### src/logic/asr_defines.svh
// Purpose: timing constants for the async static memory host port
// Assumes: core clock of 125 MHz (8 ns period)
// Notes:   ns times round up to whole cycles, power-up count rounds down
`ifndef ASR_DEFINES_SVH
`define ASR_DEFINES_SVH
`define ASR_CLK_PS            8000
`define ASR_ADDR_W            15
`define ASR_DATA_W            8
`define ASR_CYCLE_NS          25
`define ASR_ACCESS_NS         25
`define ASR_DOE_NS            11
`define ASR_STROBE_NS         18
`define ASR_SETUP_NS          12
`define ASR_HOLD_NS           0
`define ASR_FLOAT_NS          11
`define ASR_POWERUP_US        100
`define ASR_CYC_UP(ns)        (((ns) * 1000 + `ASR_CLK_PS - 1) / `ASR_CLK_PS)
`define ASR_POWERUP_CYC       ((`ASR_POWERUP_US * 1000000) / `ASR_CLK_PS)
`endif

### src/logic/asr_pkg.sv
// Purpose: types for the async static memory host port
// Assumes: nothing
// Notes:   one-hot state codes
package asr_pkg;
   typedef enum logic [5:0] {
      ASR_WAIT  = 6'h01,
      ASR_IDLE  = 6'h02,
      ASR_RDACC = 6'h04,
      ASR_WRLOW = 6'h08,
      ASR_WRHLD = 6'h10,
      ASR_REC   = 6'h20
   } asr_state_t;
endpackage

### src/logic/asr_host.sv
// Purpose: host controller driving a 32K x 8 async static memory
// Assumes: memory pins are external; data input passes two flip-flops
// Notes:   one access at a time; req_ready high only in idle
//
// Summary of operation
// Write only while select and strobe low
// Write ends when select or strobe rises
// Data timed from write-ending rising edge
// Data setup 12 ns, hold 0 ns
// Address stable, strobe 18 ns, cycle 25
// Strobe low covers setup plus float delay
// Select and strobe rise together: data floats
// Host never drives while memory drives
// Read data 25 ns after address, cycle 25
// Read data 25 ns after select falls
// Read data 11 ns after drive falls
// Wait 100 us before first access
// Standby within 25 ns of deselect
// Memory floats faster than it turns on
// Memory floats unless selected reading
// Select and strobe low store the data
// 32768 locations of 8 bits
// Read returns last written value
`timescale 1ns/1ps
`include "asr_defines.svh"
module asr_host #(
   parameter int ADDR_W      = `ASR_ADDR_W,
   parameter int DATA_W      = `ASR_DATA_W,
   parameter int POWERUP_CYC = `ASR_POWERUP_CYC
) (
   input  wire logic              core_clk,
   input  wire logic              srst,
   input  wire logic              req_valid,
   output logic                   req_ready,
   input  wire logic              req_write,
   input  wire logic [ADDR_W-1:0] req_addr,
   input  wire logic [DATA_W-1:0] req_wdata,
   output logic                   rsp_valid,
   output logic [DATA_W-1:0]      rsp_rdata,
   output logic                   init_done,
   output logic [ADDR_W-1:0]      mem_addr,
   output logic                   mem_sel_n,
   output logic                   mem_wstb_n,
   output logic                   mem_drv_n,
   input  wire logic [DATA_W-1:0] mem_data_in,
   output logic [DATA_W-1:0]      mem_data_out,
   output logic                   mem_data_oe_n
);
   import asr_pkg::*;

   localparam int TW = 24;
   // Read: access plus two sync stages so the sampled byte is settled
   localparam int RD_CYC  = `ASR_CYC_UP(`ASR_ACCESS_NS) + 2;
   localparam int WR_CYC  = `ASR_CYC_UP(`ASR_STROBE_NS);
   localparam int SU_CYC  = `ASR_CYC_UP(`ASR_SETUP_NS + `ASR_FLOAT_NS);
   localparam int LOW_CYC = (WR_CYC > SU_CYC) ? WR_CYC : SU_CYC;
   localparam int REC_CYC = `ASR_CYC_UP(`ASR_FLOAT_NS);

   initial begin
      if (ADDR_W != `ASR_ADDR_W || DATA_W != `ASR_DATA_W)
         $error("memory is 32768 x 8 only");
      if (POWERUP_CYC < 1 || POWERUP_CYC >= (1 << TW))
         $error("power-up count out of range");
   end

   asr_state_t state;
   asr_state_t next_state;
   logic            tmr_load;
   logic [TW-1:0]   tmr_val;
   logic            tmr_done;
   logic [DATA_W-1:0] din_s1;
   logic [DATA_W-1:0] din_s2;
   logic            boot_load;

   asr_timer #(.W(TW)) u_timer (
      .core_clk (core_clk),
      .srst     (srst),
      .load     (tmr_load),
      .load_val (tmr_val),
      .done     (tmr_done)
   );

   // Two-stage sampling of the memory data pins
   always_ff @(posedge core_clk) begin
      din_s1 <= mem_data_in;
      din_s2 <= din_s1;
   end

   always_comb begin
      next_state = state;
      tmr_load   = 1'b0;
      tmr_val    = '0;
      case (state)
         ASR_WAIT: begin
            // power-up count loaded once
            // Timer is still zero here, so done must not end the wait
            if (boot_load) begin
               tmr_load = 1'b1;
               tmr_val  = TW'(POWERUP_CYC - 1);
            end else if (tmr_done) begin
               next_state = ASR_IDLE;
            end
         end
         ASR_IDLE: begin
            if (req_valid) begin
               tmr_load = 1'b1;
               if (req_write) begin
                  // strobe width rule
                  next_state = ASR_WRLOW;
                  tmr_val    = TW'(LOW_CYC - 1);
               end else begin
                  next_state = ASR_RDACC;
                  tmr_val    = TW'(RD_CYC - 1);
               end
            end
         end
         ASR_RDACC: begin
            if (tmr_done) begin
               next_state = ASR_REC;
               tmr_load   = 1'b1;
               tmr_val    = TW'(REC_CYC - 1);
            end
         end
         ASR_WRLOW: begin
            if (tmr_done) next_state = ASR_WRHLD;
         end
         ASR_WRHLD: begin
            // float gap before next owner
            next_state = ASR_REC;
            tmr_load   = 1'b1;
            tmr_val    = TW'(REC_CYC - 1);
         end
         ASR_REC: begin
            if (tmr_done) next_state = ASR_IDLE;
         end
         default: next_state = ASR_IDLE;
      endcase
   end

   // power-up wait
   always_ff @(posedge core_clk) begin
      if (srst) begin
         state <= ASR_WAIT;
      end else begin
         state <= next_state;
      end
   end

   // Power-up count loaded by the timer through a reset-time load
   always_ff @(posedge core_clk) begin
      if (srst) begin
         boot_load <= 1'b1;
      end else begin
         boot_load <= 1'b0;
      end
   end

   assign req_ready = (state == ASR_IDLE);
   assign init_done = (state != ASR_WAIT);

   // address held through access
   always_ff @(posedge core_clk) begin
      if (srst) begin
         mem_addr <= '0;
      end else if (state == ASR_IDLE && req_valid) begin
         mem_addr <= req_addr;
      end
   end

   // select and strobe low together
   always_ff @(posedge core_clk) begin
      if (srst) begin
         mem_sel_n  <= 1'b1;
         mem_wstb_n <= 1'b1;
         mem_drv_n  <= 1'b1;
      end else begin
         // deselect between accesses
         mem_sel_n  <= !(next_state == ASR_RDACC ||
                         next_state == ASR_WRLOW);
         // strobe rise ends the write
         mem_wstb_n <= !(next_state == ASR_WRLOW);
         // drive only during reads
         mem_drv_n  <= !(next_state == ASR_RDACC);
      end
   end

   // data set up before, held after
   always_ff @(posedge core_clk) begin
      if (srst) begin
         mem_data_out  <= '0;
         mem_data_oe_n <= 1'b1;
      end else begin
         if (state == ASR_IDLE && req_valid && req_write) begin
            mem_data_out <= req_wdata;
         end
         // hold past strobe rise
         mem_data_oe_n <= !(next_state == ASR_WRLOW ||
                            next_state == ASR_WRHLD);
      end
   end

   // sample after access time
   always_ff @(posedge core_clk) begin
      if (srst) begin
         rsp_valid <= 1'b0;
         rsp_rdata <= '0;
      end else begin
         rsp_valid <= 1'b0;
         if (state == ASR_RDACC && tmr_done) begin
            rsp_valid <= 1'b1;
            rsp_rdata <= din_s2;
         end else if (state == ASR_WRHLD) begin
            rsp_valid <= 1'b1;
         end
      end
   end
endmodule

### src/logic/asr_timer.sv
// Purpose: down counter timing each phase of a memory cycle
// Assumes: load and count on the same clock
// Notes:   done is high while the count is zero
`timescale 1ns/1ps
module asr_timer #(
   parameter int W = 14
) (
   input  wire logic         core_clk,
   input  wire logic         srst,
   input  wire logic         load,
   input  wire logic [W-1:0] load_val,
   output logic              done
);
   logic [W-1:0] count;

   initial begin
      if (W < 2) $error("timer width too small");
   end

   always_ff @(posedge core_clk) begin
      if (srst) begin
         count <= '0;
      end else if (load) begin
         count <= load_val;
      end else if (count != '0) begin
         count <= count - 1'b1;
      end
   end

   assign done = (count == '0);
endmodule

### config.mk
export PLATFORM = sky130hd
export DESIGN_NAME = asr_host
export DESIGN_NICKNAME = d
export VERILOG_FILES = /design/src/logic/asr_pkg.sv /design/src/logic/asr_host.sv /design/src/logic/asr_timer.sv
export VERILOG_INCLUDE_DIRS = /design/src /design/src/logic
export SDC_FILE = /design/constraint.sdc
export NUM_CORES = 1
export LEC_CHECK = 0
export ABC_AREA = 1
export BUFFER_PORTS_ARGS = -buffer_cell sky130_fd_sc_hd__buf_2
export CORE_UTILIZATION = 55
export CTS_CLUSTER_DIAMETER = 40
export CTS_CLUSTER_SIZE = 25
export DETAILED_ROUTE_END_ITERATION = 10
export PLACE_DENSITY = 0.85
export SLEW_MARGIN = 25
export SYNTH_ARGS = -nofsm -noshare
export SYNTH_HDL_FRONTEND = slang
export SYNTH_HIERARCHICAL = 1
export SYNTH_SLANG_ARGS = --single-unit
### constraint.sdc
create_clock -name core_clk -period 3.25 [get_ports core_clk]
set_clock_uncertainty 0.2 [all_clocks]
set_input_delay 0.325 -clock core_clk [delete_from_list [all_inputs] [get_ports core_clk]]
set_output_delay 0.325 -clock core_clk [all_outputs]
set_load 0.01 [all_outputs]
After elaboration in Yosys (flattened, before gate mapping)
Index checks and enable logic that the tools add are counted.

Register bits: 83. Input port bits: 35.

Add/subtract/negate cells: 1. Equality and inequality tests: 10. Mux-type cells: 21. Reduce and logical (&&, ||, !) cells: 12.

Operators with widths (number): case mux 14 bit (4 select lines) (1); two-way mux 24 bit (2); case mux 6 bit (6 select lines) (1); two-way mux 6 bit (5); logical NOT 24 bit (1); nonzero test 24 bit (1); subtractor 24 x 1 -> 24 bit (second input constant) (1); two-way mux 14 bit (1); equality test 6 x 3 -> 1 bit (second input constant) (2); equality test 6 x 4 -> 1 bit (second input constant) (2); equality test 6 x 5 -> 1 bit (second input constant) (2); two-way mux 1 bit (7); equality test 6 x 1 -> 1 bit (second input constant) (1); equality test 6 x 2 -> 1 bit (second input constant) (1); equality test 6 bit (second input constant) (1); two-way mux 3 bit (2); != test 6 x 1 -> 1 bit (second input constant) (1); logical NOT 1 bit (4); two-way mux 4 bit (1); case mux 1 bit (4 select lines) (1); logical AND 1 bit (3); logical OR 1 bit (2); nonzero test 2 bit (1).

Logic depth before layout (Yosys ltp)
Depth in word-level cells: 7. Depth in mapped cells: 18. Mapped depth without buffers: 15.

Cells and area by module
Netlist, hierarchy kept.

By module, submodules not included: asr_host (instances 1, cells an instance 246, area an instance 2058.2 um^2, sequential area each 1181.1 um^2); asr_timer (instances 1, cells an instance 277, area an instance 1774.2 um^2, sequential area each 480.5 um^2).

Worst setup path before layout
Ideal clock, no wire load.

Kind: register to register. Start: reg u_timer.count[0]. End: reg u_timer.count[8]. Library setup time: 130 ps. Arrival: 2222 ps. Required time: 2920 ps. Slack: 698 ps. Cell stages (with the launch flop): 18. Path buffers: 3. Period minus slack after synthesis: 2552 ps. Cell sequence: dfxtp_1 -> inv_1 -> ha_1 -> nand3_1 -> nor2_2 -> nand3_4 -> inv_1 -> nand3_1 -> buf_4 -> nand2_1 -> nor2_1 -> nand2_1 -> buf_2 -> inv_1 -> buf_2 -> or2_2 -> nand3_1 -> nor2_1.

Cells in the longest elaborated chain, start to end: 4. Elaborated cells between the ends (all ways): 8. Classes of those cells: add/sub (1); mux (4); reduce/logical (3).

Ends and longest elaborated chain: start, declared (RTL line asr_timer.sv:14) `logic [W-1:0] count;`; start signal, assigned (RTL line asr_timer.sv:24) `count <= load_val;`; start signal, assigned (RTL line asr_timer.sv:26) `count <= count - 1'b1;`; logical NOT 24 bit (*) (RTL line asr_timer.sv:30) `assign done = (count == '0);`; via tmr_done (RTL line asr_host.sv:70) `logic tmr_done;`; two-way mux 1 bit (*) (RTL line asr_host.sv:118) `if (tmr_done) begin`; case mux 1 bit (4 select lines) (*) (RTL line asr_host.sv:93) `case (state)`; via tmr_load (RTL line asr_host.sv:68) `logic tmr_load;`; two-way mux 24 bit or nonzero test 2 bit (tied branches).

Mark *: on every way through the listed nets, which the timed path passes. The rest lies on a longest branch. The select of a mux whose other input is x is not followed. A chain may end at the register's enable or synchronous reset.

Worst setup path after layout
Same ends and word-level chain as after synthesis.

==> impl_metrics.tcl <==
set metrics [dict create \
    kind_of_path_behind_the_tightest_hold_check "in2reg" \
    fin_total_pwr_mw 3.62 \
    seqCellArea_sq_um 1660 \
    status "finished, final reports clean" \
    dr_wl_met3_um 658 \
    final.setup.tns_ps 0 \
    netlist_instances 523 \
    synth.lib_cells_used.distinct 34 \
    comb_power_share_pct 42.3 \
    finalCritPeriodShare_pct 85.4 \
    synth_compound_gate_area_share_pct 10.4 \
    synth_seq_cells 83 \
    final-hold-violation-count 0 \
    num-nets-final 665 \
    grt_pass1_wl_um 16500 \
    switching_power_mw 1.58 \
    gpl.final_weighted_congestion 0.864 \
    layout-drive-gt1-share_pct 24.3 \
    grt_pass1_vias 3808 \
    pin_count_of_the_biggest_net_entering_global_routing 36 \
    initial_core_util_pct 56.7 \
    worstSetupEndpointType "flip-flop" \
    detailedRoute.firstPassIterationCount 6 \
    adder_cell_share_of_the_synthesized_area_pct 0.653 \
    wl_met1_um 3940 \
    tritoncts "yes" \
    synthToLayoutAreaGrowth_pct 21.8 \
    wl_met2_um 5110 \
    syn_area_per_cell_sq_um 7.33 \
    core_sq_um 6760 \
    multiInputGateArea_sq_um 1960 \
    final.min_clock_period_ps 2780 \
    power_leakage_nw 2.25 \
    portBuffers 72 \
    cts-resized-gates 0 \
    die_x_um 85.5 \
    clock_tree.htree_level_count 3 \
    top_signal_layer_used "met4" \
    grt_setup_unrepaired "no" \
    post-route-drc-count 0 \
    cts_inserted_buffers 9 \
    sequential_element_share_of_the_synthesized_area_pct 43.4 \
    cts-root-to-sink-buffers 2 \
    cellPowerDensity_nw_per_um2 775 \
    nFillCells 528 \
    p_seq_share_pct 35.7 \
    synth_xor_area_share_pct 1.37 \
    clock-sinks 83 \
    cp.required_ps 3290 \
    yosys-mux-area-fraction_pct 0 \
    vdd.ir_drop.worst_uv 488 \
    place.detailed.hpwl_um 6130 \
    num_vias 3776 \
    global_route.usage.total_pct 28.8 \
    worst_pin_slew_ps 983 \
    design.die.area_sq_um 7310 \
    detailed_router_s_first_iteration_violation_count 222 \
    drt_wl_total_um 9960 \
    number_of_antenna_violations_at_the_first_check_in_global_routing 0 \
    cell_internal_pwr_mw 2.03 \
    drt-vias-per-instance 5.30 \
    pin_count 73 \
    slew-limit-headroom_pct 34.4 \
    antenna-diode-count 0 \
    power.share.clock_pct 22.0 \
    syn-cell-area_sq_um 3830 \
    placementRows 30 \
    setup_violations 0 \
    post_synth_and_or_nand_nor_area_fraction_pct 37.1 \
    mostFrequentLayoutCell "sky130_fd_sc_hd__nor2_1" \
    die_height_um 85.5 \
    netSwitchingFraction_pct 43.7 \
    cp.arrival_ps 2810 \
    cts.reportedPaths.clkPinSlew_ps 90 \
    routedWlPerCell_um 14.0 \
    ant_nets 0 \
    yosysWarnings 6 \
    grt.overflow.total 0 \
    setup.worst_path.start_class "flip-flop" \
    worstSetupPathType "reg2reg" \
    drv_cap 0 \
    maxSlewViolCount 0 \
    combinational_family_with_the_most_area_after_synthesis "simple AND/OR/NAND/NOR gates" \
    clockRootBuffer "sky130_fd_sc_hd__clkbuf_8" \
    worst_skew_pair.late_latency_ps 370 \
    fmax_mhz 360 \
    worstPathMaxFanout 11 \
    layout.cells.most_common_list "122 x sky130_fd_sc_hd__nor2_1, 97 x sky130_fd_sc_hd__nand2_1, 83 x sky130_fd_sc_hd__dfxtp_1" \
]
-- state kept, by name (all words and copies together), names as in the netlist --
name,count
boot_load,1
din_s1,8
din_s2,8
mem_addr,15
mem_data_oe_n,1
mem_data_out,8
mem_drv_n,1
mem_sel_n,1
mem_wstb_n,1
rsp_rdata,8
rsp_valid,1
state,6
u_timer/count,24
-- worst max-delay path, cell delays in order (launching register included) --
cell                      delay [ps]
sky130_fd_sc_hd__dfxtp_1         330
sky130_fd_sc_hd__inv_1           130
sky130_fd_sc_hd__ha_1            210
sky130_fd_sc_hd__nand3_1         110
sky130_fd_sc_hd__nor2_2          160
sky130_fd_sc_hd__nand3_4         120
sky130_fd_sc_hd__inv_1           150
sky130_fd_sc_hd__nand3_1         280
sky130_fd_sc_hd__nand2_1         170
sky130_fd_sc_hd__nor2_1           60
sky130_fd_sc_hd__nand2_1         110
sky130_fd_sc_hd__inv_1           170
sky130_fd_sc_hd__or2_2           320
sky130_fd_sc_hd__nand3_1          80
sky130_fd_sc_hd__nor2_1           40
-- timing repair --
item / 4_1_cts / 5_1_grt
buffers inserted: 0 / 0
hold buffers: 19 / 0
endpoints found under the hold margin: 19 / 0
-- stage by stage --
step	area [sq um]	hold WS (ps)	cells	worst slack [ps]	utilization (%)
after CTS	4670	2.20	713	513	69.1
final	4670	9.36	713	475	69.1
after detailed placement	4270	113	678	547	63.2
after floorplan	3890	110	538	698	-
after global placement	4270	110	678	650	63.2
after global routing	4670	6.86	713	164	69.1
-- synthesized netlist by cell type --
library cell	instances	area, sq um
sky130_fd_sc_hd__a21oi_1	12	60.1
sky130_fd_sc_hd__a21oi_2	7	61.3
sky130_fd_sc_hd__and2_1	1	6.26
sky130_fd_sc_hd__buf_1	1	3.75
sky130_fd_sc_hd__buf_2	2	10.0
sky130_fd_sc_hd__buf_4	1	7.51
sky130_fd_sc_hd__buf_6	3	33.8
sky130_fd_sc_hd__buf_8	1	15.0
sky130_fd_sc_hd__clkbuf_1	6	22.5
sky130_fd_sc_hd__conb_1	1	3.75
sky130_fd_sc_hd__dfxtp_1	83	1660
sky130_fd_sc_hd__ha_1	2	25.0
sky130_fd_sc_hd__inv_1	41	154
sky130_fd_sc_hd__inv_2	4	15.0
sky130_fd_sc_hd__inv_4	1	6.26
sky130_fd_sc_hd__nand2_1	97	364
sky130_fd_sc_hd__nand2_2	19	119
sky130_fd_sc_hd__nand2_4	3	33.8
sky130_fd_sc_hd__nand3_1	21	105
sky130_fd_sc_hd__nand3_4	1	17.5
sky130_fd_sc_hd__nand4_1	12	75.1
sky130_fd_sc_hd__nor2_1	122	458
sky130_fd_sc_hd__nor2_2	13	81.3
sky130_fd_sc_hd__nor2_4	8	90.1
sky130_fd_sc_hd__nor2_8	3	60.1
sky130_fd_sc_hd__nor3_1	1	5.00
sky130_fd_sc_hd__o21a_1	4	30.0
sky130_fd_sc_hd__o21ai_0	36	180
sky130_fd_sc_hd__o21ai_1	5	25.0
sky130_fd_sc_hd__o21ai_2	4	35.0
sky130_fd_sc_hd__o221ai_1	1	8.76
sky130_fd_sc_hd__or2_2	1	6.26
sky130_fd_sc_hd__xnor2_1	3	26.3
sky130_fd_sc_hd__xor2_1	3	26.3
-- layer usage --
layer / up-vias / track usage [%]
met5: - / 0
met3: 33 / 6.71
met4: 0 / 13.0
li1: 1846 / -
met1: 1735 / 31.3
met2: 162 / 52.9
-- path summary, 6_finish.rpt --
| path | depth (start not counted) | startpoint | endpoint | slack [ps] |
|---|---|---|---|---|
| worst min register to register | 0 | din_s1[4] | din_s2[4] | 140 |
| worst max register to register | 14 | u_timer/count[0] | u_timer/count[8] | 470 |
| worst min-delay path | 3 | req_addr[10] | mem_addr[10] | 9 |
| worst max-delay path | 14 | u_timer/count[0] | u_timer/count[8] | 470 |
-- cells by family (layout without fill, tap and decap cells) --
family	count (synthesis)	after routing
and+or+nand+nor	302	302
other	1	16
xor gates and xnor gates	6	6
DFF	83	83
AOI/OAI and AO/OA	69	69
buffers and inverters	60	155
adders and majority gates	2	2
-- power by group through the flow --
stage / clock network, mW / logic (mW) / registers [mW]
finish: 0.795 / 1.53 / 1.29
global route: 0.843 / 1.70 / 1.31
CTS: 0.788 / 1.50 / 1.29
detailed placement: 0 / 1.47 / 1.31
global placement: 0 / 1.43 / 1.30
floorplan: 0 / 1.23 / 1.28
-- area by class of cell --
cell class / count / area share [%]
Multi-Input combinational cell: 395 / 42.0
Sequential cell: 83 / 35.6
Timing Repair Buffer: 93 / 12.1
Inverter: 46 / 3.75
Clock buffer: 9 / 2.65
Tap cell: 80 / 2.14
Clock inverter: 7 / 1.74
Note: power is estimated with default switching activity, not from simulation.
